[src/logic/rfrx_pkg.sv]
package rfrx_pkg;

  // ---------------------------------------------------------------
  // clocks and rates
  // ---------------------------------------------------------------
  localparam int CLK_HZ   = 200_000_000;
  localparam int OSC_HZ   = 17_177_600;
  localparam int OSC_ACC_W = 24;
  // phase step of the crystal-rate enable, fraction of one clk
  localparam logic [OSC_ACC_W-1:0] OSC_INC =
    OSC_ACC_W'((longint'(OSC_HZ) << OSC_ACC_W) / longint'(CLK_HZ));

  // ---------------------------------------------------------------
  // transmitter
  // ---------------------------------------------------------------
  localparam int             CARRIER_DIV  = 128;
  localparam int             PHASE_W      = $clog2(CARRIER_DIV);
  localparam logic [PHASE_W-1:0] DUTY_FULL    = 7'h40;
  localparam logic [PHASE_W-1:0] DUTY_REDUCED = 7'h20;

  // ---------------------------------------------------------------
  // demodulator
  // ---------------------------------------------------------------
  localparam int F_LOW_HZ  = 134_200;
  localparam int F_HIGH_HZ = 122_000;
  localparam int PER_W     = 8;
  localparam logic [PER_W-1:0] PER_MAX  = 8'hFF;
  localparam logic [PER_W-1:0] P_LOW    = PER_W'(OSC_HZ / F_LOW_HZ);
  localparam logic [PER_W-1:0] P_HIGH   = PER_W'(OSC_HZ / F_HIGH_HZ);
  localparam logic [PER_W-1:0] P_THRESH =
    PER_W'((OSC_HZ / F_LOW_HZ + OSC_HZ / F_HIGH_HZ) / 2);
  localparam logic [PER_W-1:0] P_MIN    = PER_W'(OSC_HZ / F_LOW_HZ / 2);
  localparam int RUN_W          = 8;
  localparam int CYCLES_PER_BIT = 16;

  // ---------------------------------------------------------------
  // receive clock and data timing
  // ---------------------------------------------------------------
  localparam int T_DTCK_US = 20;
  localparam int T_DTVD_US = 90;
  localparam int T_CKHI_US = 55;
  localparam int CNT_W     = 20;

  // least time in microseconds to whole clk cycles, rounded up
  function automatic int us_to_cyc(input int us);
    us_to_cyc = int'((longint'(us) * CLK_HZ + 999_999) / 1_000_000);
  endfunction

  localparam int DTCK_CYC = us_to_cyc(T_DTCK_US);
  localparam int DTVD_CYC = us_to_cyc(T_DTVD_US);
  localparam int CKHI_CYC = us_to_cyc(T_CKHI_US);

  // ---------------------------------------------------------------
  // buffering and reset values
  // ---------------------------------------------------------------
  localparam int FIFO_W     = 1;
  localparam int FIFO_DEPTH = 32;
  localparam logic [1:0] SYNC_RST   = 2'b11;
  localparam logic       DATA_N_RST = 1'b1;

  typedef enum logic [1:0] {
    SER_IDLE  = 2'b00,
    SER_SETUP = 2'b01,
    SER_HIGH  = 2'b10,
    SER_HOLD  = 2'b11
  } rfrx_ser_t;

endpackage

[src/logic/rfrx_top.sv]
// What this block does
// - carrier is the crystal oscillator rate divided by exactly 128.
// - both drivers toggle at the carrier while transmit_control_n is low.
// - transmit_control_n high: high side driven high, low side released.
// - power_reduce_select low shortens drive duty; high gives full duty.
// - undriven control and power inputs read as high.
// - FSK tones demodulated digitally against oscillator; data and clock out.
// - tone near 134 kHz is bit zero, near 122 kHz is bit one.
// - received bits leave as an NRZ stream in arrival order.
// - receive_data_n low means one, high means zero.
// - receive_clock rises at least 20 us after the data bit starts.
// - data bit stays stable at least 90 us after clock rises.
// - receive_clock stays high at least 55 us each bit period.
`timescale 1ns/1ps
module rfrx_top
  import rfrx_pkg::*;
#(
  parameter int DTVD_CYC_P       = rfrx_pkg::DTVD_CYC,
  parameter int CKHI_CYC_P       = rfrx_pkg::CKHI_CYC,
  parameter int CYCLES_PER_BIT_P = rfrx_pkg::CYCLES_PER_BIT,
  parameter int FIFO_DEPTH_P     = rfrx_pkg::FIFO_DEPTH
) (
  // clock and reset
  input  wire logic clk,
  input  wire logic rstn,
  // transmitter control pins
  input  wire logic transmit_control_n,
  input  wire logic power_reduce_select,
  // transmitter drivers
  output logic      high_side_drive,
  output logic      low_side_drive,
  output logic      low_side_drive_oe_n,
  // limited receive signal from the amplifier chain
  input  wire logic receive_tone,
  // host link
  output logic      receive_data_n,
  output logic      receive_clock,
  output logic      receive_overrun
);
  import rfrx_pkg::*;

  // ---------------------------------------------------------------
  // state
  // ---------------------------------------------------------------
  typedef struct packed {
    logic [1:0]           txs;
    logic [1:0]           pws;
    logic [1:0]           rxs;
    logic                 rx_d;
    logic [OSC_ACC_W-1:0] acc;
    logic                 osc;
    logic [PHASE_W-1:0]   phase;
    logic                 hi;
    logic                 lo;
    logic                 lo_oe_n;
    logic [PER_W-1:0]     per;
    logic                 run_bit;
    logic [RUN_W-1:0]     run;
    logic                 pend;
    logic                 pend_bit;
    logic                 overrun;
    rfrx_ser_t            st;
    logic [CNT_W-1:0]     cnt;
    logic                 data_n;
    logic                 rck;
  } rfrx_state_t;

  rfrx_state_t s;
  rfrx_state_t next_s;

  // fifo handshake
  logic                 f_in_ready;
  logic                 f_out_valid;
  logic                 f_out_ready;
  logic [FIFO_W-1:0]    f_out_data;

  // ---------------------------------------------------------------
  // bit buffer between demodulator and host link
  // ---------------------------------------------------------------
  rfrx_fifo #(
    .W     (FIFO_W),
    .DEPTH (FIFO_DEPTH_P)
  ) u_fifo (
    .clk       (clk),
    .rstn      (rstn),
    .in_valid  (s.pend),
    .in_ready  (f_in_ready),
    .in_data   (s.pend_bit),
    .out_valid (f_out_valid),
    .out_ready (f_out_ready),
    .out_data  (f_out_data)
  );

  // the link only takes a new bit once the previous slot is over
  assign f_out_ready = (s.st == SER_IDLE);

  // ---------------------------------------------------------------
  // helpers
  // ---------------------------------------------------------------
  // slot counter step; no slot is long enough to reach the wrap
  function automatic logic [CNT_W-1:0] cnt_step(input logic [CNT_W-1:0] c);
    cnt_step = CNT_W'(c + 1'b1);
  endfunction

  // ---------------------------------------------------------------
  // next state
  // ---------------------------------------------------------------
  always_comb begin
    logic [OSC_ACC_W:0] sum;
    logic               tx_on;
    logic               pulse;
    logic [PHASE_W-1:0] duty;
    logic               edge_up;
    logic               cls;
    logic [RUN_W-1:0]   nrun;
    logic               emit;
    next_s  = s;
    sum     = '0;
    tx_on   = 1'b0;
    pulse   = 1'b0;
    edge_up = 1'b0;
    duty   = DUTY_FULL;
    cls    = 1'b0;
    nrun   = '0;
    emit   = 1'b0;

    // -------------------------------------------------------------
    // pin synchronisers
    // -------------------------------------------------------------
    next_s.txs  = {s.txs[0], transmit_control_n};
    next_s.pws  = {s.pws[0], power_reduce_select};
    next_s.rxs  = {s.rxs[0], receive_tone};
    next_s.rx_d = s.rxs[1];

    // -------------------------------------------------------------
    // crystal-rate enable
    // -------------------------------------------------------------
    // a phase accumulator keeps the long-term rate exact; single
    // enables jitter by one clk, far below the tone periods
    sum        = {1'b0, s.acc} + {1'b0, OSC_INC};
    next_s.acc = sum[OSC_ACC_W-1:0];
    next_s.osc = sum[OSC_ACC_W];

    // -------------------------------------------------------------
    // transmitter
    // -------------------------------------------------------------
    // divide by 128
    if (s.osc) begin
      next_s.phase = PHASE_W'(s.phase + 1'b1);
    end
    tx_on = ~s.txs[1];
    if (s.pws[1]) begin
      duty = DUTY_FULL;
    end else begin
      duty = DUTY_REDUCED;
    end
    pulse = (s.phase < duty);
    if (tx_on) begin
      next_s.hi      = ~pulse;
      next_s.lo_oe_n = pulse;
    end else begin
      next_s.hi      = 1'b1;
      next_s.lo_oe_n = 1'b1;
    end
    // open drain: only ever pulls low
    next_s.lo = 1'b0;

    // -------------------------------------------------------------
    // demodulator
    // -------------------------------------------------------------
    // rising edge of the limited tone, read past the synchroniser
    edge_up = s.rxs[1] & ~s.rx_d;
    if (s.osc && s.per != PER_MAX) begin
      next_s.per = PER_W'(s.per + 1'b1);
    end
    if (tx_on) begin
      // own carrier swamps the receiver, so no bits are formed
      next_s.per = '0;
      next_s.run = '0;
    end else if (edge_up) begin
      next_s.per = '0;
      if (s.per == PER_MAX || s.per < P_MIN) begin
        // lost tone or glitch: restart bit alignment
        next_s.run = '0;
      end else begin
        // long period is the high-bit tone
        cls = (s.per > P_THRESH);
        if (s.run != '0 && cls == s.run_bit) begin
          nrun = RUN_W'(s.run + 1'b1);
        end else begin
          nrun = RUN_W'(1);
        end
        next_s.run_bit = cls;
        // one bit per run of tone cycles
        if (nrun == RUN_W'(CYCLES_PER_BIT_P)) begin
          emit       = 1'b1;
          next_s.run = '0;
        end else begin
          next_s.run = nrun;
        end
      end
    end

    // -------------------------------------------------------------
    // hand-off into the buffer
    // -------------------------------------------------------------
    // bits kept in arrival order
    if (s.pend && f_in_ready) begin
      next_s.pend = 1'b0;
    end
    if (emit) begin
      if (next_s.pend) begin
        // buffer full and a bit still waiting: newest bit is lost
        next_s.overrun = 1'b1;
      end else begin
        next_s.pend     = 1'b1;
        next_s.pend_bit = cls;
      end
    end

    // -------------------------------------------------------------
    // host link serializer
    // -------------------------------------------------------------
    // a slot is setup plus hold; bits that arrive faster queue up
    case (s.st)
      SER_IDLE: begin
        if (f_out_valid) begin
          next_s.data_n = ~f_out_data[0];
          next_s.rck    = 1'b0;
          next_s.cnt    = '0;
          next_s.st     = SER_SETUP;
        end
      end
      SER_SETUP: begin
        // clock rises 20 us into bit
        if (s.cnt == CNT_W'(DTCK_CYC - 1)) begin
          next_s.rck = 1'b1;
          next_s.cnt = '0;
          next_s.st  = SER_HIGH;
        end else begin
          next_s.cnt = cnt_step(s.cnt);
        end
      end
      SER_HIGH: begin
        if (s.cnt == CNT_W'(CKHI_CYC_P - 1)) begin
          next_s.rck = 1'b0;
          next_s.st  = SER_HOLD;
        end
        next_s.cnt = cnt_step(s.cnt);
      end
      SER_HOLD: begin
        // data held 90 us after rise
        if (s.cnt >= CNT_W'(DTVD_CYC_P - 1)) begin
          next_s.st = SER_IDLE;
        end else begin
          next_s.cnt = cnt_step(s.cnt);
        end
      end
      default: begin
        next_s.st = SER_IDLE;
      end
    endcase
  end

  // ---------------------------------------------------------------
  // registers
  // ---------------------------------------------------------------
  always_ff @(posedge clk or negedge rstn) begin
    if (!rstn) begin
      s         <= '0;
      // inputs default to receive, full power
      s.txs     <= SYNC_RST;
      s.pws     <= SYNC_RST;
      s.hi      <= 1'b1;
      s.lo_oe_n <= 1'b1;
      s.data_n  <= DATA_N_RST;
      s.st      <= SER_IDLE;
    end else begin
      s <= next_s;
    end
  end

  // ---------------------------------------------------------------
  // outputs
  // ---------------------------------------------------------------
  assign high_side_drive     = s.hi;
  assign low_side_drive      = s.lo;
  assign low_side_drive_oe_n = s.lo_oe_n;
  assign receive_data_n      = s.data_n;
  assign receive_clock       = s.rck;
  assign receive_overrun     = s.overrun;

endmodule // rfrx_top

[src/logic/rfrx_fifo.sv]
`timescale 1ns/1ps
module rfrx_fifo #(
  parameter int W     = 1,
  parameter int DEPTH = 32
) (
  // clock and reset
  input  wire logic         clk,
  input  wire logic         rstn,
  // filling side
  input  wire logic         in_valid,
  output logic              in_ready,
  input  wire logic [W-1:0] in_data,
  // draining side
  output logic              out_valid,
  input  wire logic         out_ready,
  output logic [W-1:0]      out_data
);
  import rfrx_pkg::*;

  localparam int AW = $clog2(DEPTH);

  typedef struct packed {
    logic [DEPTH-1:0][W-1:0] mem;
    logic [AW-1:0]           wp;
    logic [AW-1:0]           rp;
    logic [AW:0]             cnt;
    logic                    ov;
    logic [W-1:0]            od;
  } rfrx_fifo_t;

  rfrx_fifo_t s;
  rfrx_fifo_t next_s;

  function automatic logic [AW-1:0] bump(input logic [AW-1:0] p);
    bump = (p == AW'(DEPTH - 1)) ? '0 : AW'(p + 1'b1);
  endfunction

  // ---------------------------------------------------------------
  // next state
  // ---------------------------------------------------------------
  always_comb begin
    logic pop;
    logic load;
    logic push;
    next_s = s;
    pop    = s.ov & out_ready;
    // read data leaves through a register so the drain sees no mux
    load   = (~s.ov | pop) & (s.cnt != '0);
    push   = in_valid & (s.cnt != (AW+1)'(DEPTH));
    if (pop) begin
      next_s.ov = 1'b0;
    end
    if (load) begin
      next_s.od = s.mem[s.rp];
      next_s.ov = 1'b1;
      next_s.rp = bump(s.rp);
    end
    if (push) begin
      next_s.mem[s.wp] = in_data;
      next_s.wp        = bump(s.wp);
    end
    if (push && !load) begin
      next_s.cnt = (AW+1)'(s.cnt + 1'b1);
    end else if (load && !push) begin
      next_s.cnt = (AW+1)'(s.cnt - 1'b1);
    end
  end

  always_ff @(posedge clk or negedge rstn) begin
    if (!rstn) begin
      s <= '0;
    end else begin
      s <= next_s;
    end
  end

  assign in_ready  = (s.cnt != (AW+1)'(DEPTH));
  assign out_valid = s.ov;
  assign out_data  = s.od;

endmodule // rfrx_fifo

[config.mk]
export PLATFORM = sky130hd
export DESIGN_NAME = rfrx_top
export DESIGN_NICKNAME = d
export VERILOG_FILES = /design/src/logic/rfrx_pkg.sv /design/src/logic/rfrx_top.sv /design/src/logic/rfrx_fifo.sv
export SDC_FILE = /design/constraint.sdc
export NUM_CORES = 1
export LEC_CHECK = 0
export BUFFER_PORTS_ARGS = -buffer_cell sky130_fd_sc_hd__buf_4
export CAP_MARGIN = 5
export CORE_UTILIZATION = 35
export DETAILED_ROUTE_END_ITERATION = 10
export SYNTH_ARGS = -nofsm -noshare
export SYNTH_HDL_FRONTEND = slang
export SYNTH_HIERARCHICAL = 1
export SYNTH_SLANG_ARGS = --single-unit
[constraint.sdc]
create_clock -name clk -period 3.6 [get_ports clk]
set_input_delay 0.72 -clock clk [delete_from_list [all_inputs] [get_ports clk]]
set_output_delay 0.72 -clock clk [all_outputs]
set_load 0.05 [all_outputs]
# [Yosys cells after proc, flatten, opt, wreduce, memory -nomap -nowiden]
# Cells that the tools add are included.
[word_totals] output_inout_bits=6 in_bits=5 reg_bits=135 word_cells=170
[op_classes] magnitude_cmp=7 add_sub_neg=9 eq_ne=19 n_bitwise=11 n_mux=46 n_reduce_logical=22
[op_table] operator="$pmux W22 S4" count=1
[op_table] operator="$mux W8" count=9
[op_table] operator="$mux W20" count=2
[op_table] operator="$bwmux W32" count=1
[op_table] operator="$add A24 B21 Y25 const B" count=1
[op_table] operator="$mux W24" count=1
[op_table] operator="$add A20 B1 Y20 const B" count=1
[op_table] operator="$eq A20 B12 Y1 const B" count=1
[op_table] operator="$eq A20 B14 Y1 const B" count=1
[op_table] operator="$ge A20 B15 Y1 const B" count=1
[op_table] operator="$mux W1" count=18
[op_table] operator="$mux W17" count=1
[op_table] operator="$add A8 B1 Y8 const B" count=2
[op_table] operator="$lt A5 B6 Y1 const B" count=2
[op_table] operator="$mux W6" count=2
[op_table] operator="$add A5 B1 Y5 const B" count=2
[op_table] operator="$eq A5 B5 Y1 const B" count=2
[op_table] operator="$mux W5" count=2
[op_table] operator="$ne A2 B2 Y1 const B" count=5
[op_table] operator="$eq A8 B5 Y1 const B" count=1
[op_table] operator="$eq A8 B8 Y1 const B" count=1
[op_table] operator="$gt A8 B8 Y1 const B" count=1
[op_table] operator="$lt A8 B7 Y1 const B" count=1
[op_table] operator="$mux W2" count=4
[op_table] operator="other kinds (31)" count=51

# [Longest topological paths before layout]
# Gate-level depths: netlist of the first run.
[depth] word_depth=13 ltp_mapped=13 ltp_nobuf=12

# [Cells and area by module]
# The synthesis of the first run kept the hierarchy.
[by_module_without_submodules] module="rfrx_top" cells_each=413 instances=1 seq_area_each_um2=2135.8 area_per_inst_um2=4210.3
[by_module_without_submodules] module="rfrx_fifo" cells_each=247 instances=1 seq_area_each_um2=1251.2 area_per_inst_um2=2777.7

# [Worst setup path before layout of the first run]
# No wires, ideal clock.
[synth_path] path_type="register -> register" from="reg u_fifo/s[3] (netlist bit)" to="reg u_fifo/s[7] (netlist bit)" path_buffers=2 slack_ns=0.710 stages_incl_launch_ff=13 setup_ns=0.080 t_arrival_ns=2.810 synth_period_minus_slack_ns=2.890 t_required_ns=3.520 path_cell_list="dfrtp_1 -> or4_4 -> o31a_1 -> buf_6 -> buf_6 -> ha_1 -> inv_1 -> ha_1 -> a21oi_1 -> nand2_1 -> a31oi_1 -> mux2i_1 -> xnor2_1"
[synth_via] elab_chain_len=5 word_cells_on_any_way=13 classes_between="add/sub (2); eq/ne (1); mux (2); bitwise (2); reduce/logical (6)"
[synth_rtl] element="from (decl)" line="rfrx_fifo.sv:31" source="rfrx_fifo_t s;"
[synth_rtl] element="from (signal assigned)" line="rfrx_fifo.sv:73" source="s <= next_s;"
[synth_rtl] element="parallel branches: the longest is 5 deep, another holds $sub A6 B1 Y6"
# Several ways; the timed one is not identified. The select of a mux whose other input is x is not followed.
# A chain may end at the register's enable or synchronous reset.

# [Final worst setup path of the first run]
[layout_path] from="reg u_fifo/s[2] (netlist bit)" to="reg u_fifo/s[7] (netlist bit)"
# The elaborated chain is that of the path after synthesis.

==> flow_summary.yaml, run 1 <==
run_status:
  status: "finished, final reports clean"
critical_path:
  worst_path_max_delay_cell: "or4_4"
  critPathArrivalTime_ns: 3.27
  required_ns: 3.93
  cpPeakStageDelay_ns: 0.55
  path_class: "flop to flop"
  crit_chain: "or4_4, o31ai_1, ha_1, inv_1, ha_1, a21oi_1, nand2_1, a31oi_1, mux2i_1, xnor2_1"
  end_kind: "flop"
  cpMostUsedCell: "ha_1"
  r2r_slack_ns: 0.66
  critPathMaxFanout: 6
  path_buf_inv: 1
  crit_family: "compound AO/OA/AOI/OAI gates"
  start_kind: "flop"
sta:
  tns_ns: 0
  worstMarginPinSlew_ns: 0.947
  setup_viol: 0
  fmax_ghz: 0.340
  fin_crit_sh_pct: 81.7
  period_minus_slack_ns: 2.94
  max_slew_margin_pct: 36.8
  maxSlewViolCount: 0
  rsz0062_at_grt: "false"
  skew_ns: 0.0159
  hold_violations: 0
pwr:
  power_density_nw_per_um2: 415
  p_total_w: 0.00326
  p_leak_nw: 3.42
  vdd_drop_max_mv: 0.259
global_routing:
  grt_overflow_total: 0
  met3_usage_pct: 3.40
  busiest_layer: "met2"
  grt_usage_pct: 13.8
  use_met1_pct: 19.0
  grt_pass1_vias: 4610
  grt_max_degree: 69
  grt_pass1_wl_mm: 22.4
  antenna_found_initial: 0
  met2_usage_pct: 21.2
clock_network:
  cts_sinks: 135
  worstSkewPairLatency_ns: 0.42
  cts_inserted_buffers: 17
  cts.clk_slew.worst_paths_ns: 0.06
  cts-root-buf: "clkbuf_16"
  post_cts_resized: 0
  htreeDepth: 4
  post_cts_buffers: 0
  postCtsHoldBufs: 0
  cts_tree: "done"
  max-clock-path-buffers: 2
routing:
  wire_per_inst_um: 13.4
  drc: 0
  drtAntennaViolNets: 0
  viasPerCell: 4.99
  drt_iter0_markers: 246
  first_pass_iters: 5
  route.vias.total: 4707
  wirelength_mm: 12.7
die:
  core_um2: 19500
  design.die.area_um2: 20500
  die_h_um: 143
  pin_count: 11
  die_x_um: 143
  row_count: 51
  start_util_pct: 35.8
layout:
  largest_register_ffs: 76
  final_nets: 696
  drive_gt1_share_pct: 16.8
  mostFrequentLayoutCells: "dfrtp_1, nand3_1, nand2_1, nor2_1, mux2_2"
  synthToLayoutAreaGrowth_pct: 12.4
  final_common_cell: "dfrtp_1"
  n_antenna_cell: 0
  regMostFlops: "s"
  fin_util_pct: 40.2
synthesis:
  synth_area_um2: 6990
  syn_nets: 691
  synthFlopType: "dfrtp_1"
  yosysUniqueCellTypes: 67
  post_synth_inst_count: 660
  synth_area_per_cell_um2: 10.6
  ys_seq_elements: 135
  synthArstFlopShare_pct: 100
  ys.warnings.count: 6
  synth-edff-count: 0
  yosysSeqAreaShare_pct: 48.5
place:
  place_congestion: 0.794
  port_buffers: 9
  dp_hpwl_mm: 8.60
hold_path:
  hp-class: "primary input to asynchronous set/reset pin"
job:
  maxCapViolCount: 0
## worst register-to-register path, cell delays in order, from the launching register on
cell and delay [ns]:
dfrtp_1 0.42, or4_4 0.55, o31ai_1 0.31, ha_1 0.27, inv_1 0.14, ha_1 0.34
a21oi_1 0.15, nand2_1 0.10, a31oi_1 0.20, mux2i_1 0.23, xnor2_1 0.14
## cell type report
cell class                 instances  area [um2]
inverter                          19        71.3
tap                              265         332
fill                            1917       11700
sequential                       135        3390
clock inverter                    13         140
multi-input combinational        477        3360
clock buffer                      19         443
timing repair buffer              15         116
## metal layers
| metal | wire [um] | part of all wire [%] |
|---|---|---|
| met5 | 0 | 0 |
| met4 | 49 | 0.39 |
| met3 | 373 | 2.9 |
| met2 | 5840 | 46 |
| met1 | 6400 | 51 |
## Yosys cell counts, drive strengths merged, types with 10 or more instances
master / count / area share (%)
xnor2: 30 / 3.8
mux2: 41 / 6.6
nor3: 22 / 2.0
nand2: 54 / 2.9
inv: 19 / 1.0
nand4: 15 / 1.3
xor2: 26 / 3.3
o21ai: 31 / 2.2
and3: 11 / 0.98
nor2: 52 / 2.9
a21oi: 11 / 0.84
buf: 12 / 1.5
dfrtp: 128 / 46
or3: 10 / 0.90
ha: 25 / 4.5
nand3: 57 / 4.1
clkbuf: 17 / 0.91
## path summary, 6_finish.rpt
path	from	depth (start not counted)	to
worst max-delay path	u_fifo/s[2]	10	u_fifo/s[7]
worst min-delay path	rstn	1	s[53]
worst max register to register	u_fifo/s[2]	10	u_fifo/s[7]
worst min register to register	next_s[85]	0	s[85]
max in group asynchronous	rstn	2	next_s[85]
min in group clk	next_s[85]	0	s[85]
## stage by stage
step	area, um2	setup WS (ns)	hold WS (ns)	instances
global route	7850	0.369	0.350	943
detailed placement	7270	0.687	0.346	911
finish	7850	0.659	0.305	943
global placement	7270	0.757	0.339	911
floorplan	6990	0.710	0.331	660
CTS	7850	0.646	0.323	943
## report_power, final
group / switching (W) / internal, W / total [W]
logic: 0.0000417 / 0.00000950 / 0.0000512
registers: 0.00000290 / 0.00153 / 0.00153
clock network: 0.000690 / 0.000991 / 0.00168
## kinds of logic after synthesis
kind of cell	after synthesis	share of synthesized area [%]
and+or+nand+nor	260	19.2
DFF	135	48.5
AOI/OAI and AO/OA	84	7.91
xor gates and xnor gates	56	7.02
muxes	50	9.15
buffers and inverters	48	3.40
adders and majority gates	26	4.76
other	1	0.0537
(Power assumes the default switching activity.)
==> run 2, diff against run 1 <==
- clock period: 3.6 -> 2.9 ns (I/O delays scaled with it)
==> run 2 against run 1 <==
First-iteration DRC count up 3.3%. Sequential cell count unchanged. Sequential power up 24%. Routed wire length up 2.5%. Combinational power up 30%. Clock-buffer cell count down 1. Setup slack worse by 0.50 ns. Register-to-register slack worse by 0.50 ns. Cell count up 1.1%. Cell area up 1.9%. Clock skew down 0.0067 ns. Worst hold slack worse by 0.19 ns. Largest cell class unchanged.
==> flow_summary.yaml, run 2 (synthesis results as in run 1) <==
run_status:
  status: "finished, final reports clean"
layout:
  regMostFlops: "s"
  final_nets: 706
  nFillCells: 1886
  finalInstanceArea_um2: 8000
  synthToLayoutAreaGrowth_pct: 14.5
  drive_gt1_share_pct: 18.6
  final_common_cell: "dfrtp_1"
  largest_register_ffs: 76
  mostFrequentLayoutCells: "dfrtp_1, nand3_1, nand2_1, nor2_1, mux2_2"
  n_antenna_cell: 0
  finalNonFillerCells: 953
sta:
  rsz0062_at_grt: "false"
  maxSlewViolCount: 0
  tns_ns: 0
  hold_ws_ns: 0.115
  worstMarginPinSlew_ns: 0.956
  skew_ns: 0.00921
  setup_viol: 0
  fmax_ghz: 0.364
  fin_crit_sh_pct: 94.6
  max_slew_margin_pct: 36.3
  fin_ws_ns: 0.156
  hold_violations: 0
  period_minus_slack_ns: 2.74
global_routing:
  antenna_found_initial: 0
  grt_pass1_wl_mm: 22.5
  grt_pass1_vias: 4697
  grt_max_degree: 54
  grt_usage_pct: 13.9
  grt_overflow_total: 0
clock_network:
  cts_tree: "done"
  cts-root-buf: "clkbuf_16"
  worstSkewPairLatency_ns: 0.42
  max-clock-path-buffers: 2
  cts_inserted_buffers: 17
  cts.clk_slew.worst_paths_ns: 0.06
  cts_sinks: 135
  htreeDepth: 4
die:
  row_count: 51
  die_x_um: 143
  die_h_um: 143
  start_util_pct: 35.8
  pin_count: 11
  design.die.area_um2: 20500
  core_um2: 19500
routing:
  drtAntennaViolNets: 0
  drc: 0
  viasPerCell: 5.01
  wire_per_inst_um: 13.6
  first_pass_iters: 4
  route.vias.total: 4771
  wirelength_mm: 13.0
  drt_iter0_markers: 254
critical_path:
  critPathArrivalTime_ns: 3.08
  required_ns: 3.23
  path_class: "flop to flop"
  critPathMaxFanout: 6
  end_kind: "flop"
  start_kind: "flop"
place:
  postPlaceCellArea_um2: 7340
  port_buffers: 9
  pre_cts_slack_ns: 0.00491
  dp_hpwl_mm: 8.67
  place_congestion: 0.817
  dp.cells: 919
pwr:
  power_density_nw_per_um2: 528
  p_leak_nw: 3.51
  vdd_drop_max_mv: 0.358
job:
  maxCapViolCount: 0
hold_path:
  hp-class: "primary input to asynchronous set/reset pin"
[run 2: path summary, 6_finish.rpt]
check | from | cells past startpoint | end | slack (ns)
setup reg to reg | u_fifo/s[3] | 10 | u_fifo/s[7] | 0.16
min in group clk | transmit_control_n | 1 | next_s[85] | 0.26
hold reg to reg | next_s[85] | 0 | s[85] | 0.36
hold / removal | rstn | 1 | s[51] | 0.11
setup / recovery | u_fifo/s[3] | 10 | u_fifo/s[7] | 0.16
max in group asynchronous | rstn | 2 | receive_data_n | 2.08
[run 2: power breakdown]
group	internal, W	switching (W)
registers	0.00189	0.00000343
logic	0.0000137	0.0000530
clock network	0.00140	0.000862
[run 2: metal layers]
metal  part of all wire (%)  wire length [um]  vias to the layer above  GRT usage (%)
met2                     46              5910                       62           21.5
met5                      0                 0                        -              0
met4                    1.2               160                        0           4.98
met1                     50              6500                     2322           18.9
li1                       -                 -                     2373              -
met3                    3.2               409                       14           3.60
[run 2: area by class of cell]
cell class	count	area (um2)	area share (%)
repair buffers	25	204	2.55
flip-flops and latches	135	3390	42.3
well taps	265	332	4.14
inverters	19	71.3	0.891
multi-input cells	477	3380	42.2
clock buffers	18	439	5.49
clock inverters	14	189	2.36
[run 2: timing repair]
item,in CTS,in global routing
hold buffers,0,0
endpoints found under the hold margin,0,0
setup endpoints to repair,1,1
gates resized for setup,1,3
buffers inserted,0,2
pin swaps,0,1
[run 2: per-stage QoR]
| stage | power, W | util [%] |
|---|---|---|
| floorplan | 0.00195 | - |
| global placement | 0.00200 | 37.6 |
| detailed placement | 0.00200 | 37.6 |
| CTS | 0.00430 | 40.8 |
| global route | 0.00439 | 41.0 |
| finish | 0.00423 | 41.0 |
[run 2: critical path, cell delays in order (launching register included)]
cell and delay [ns]:
dfrtp_1 0.38, or4_4 0.57, o31a_1 0.28, ha_2 0.21, inv_2 0.11, ha_1 0.26
a21oi_1 0.15, nand2_1 0.10, a31oi_1 0.20, mux2i_1 0.26, xnor2_1 0.13
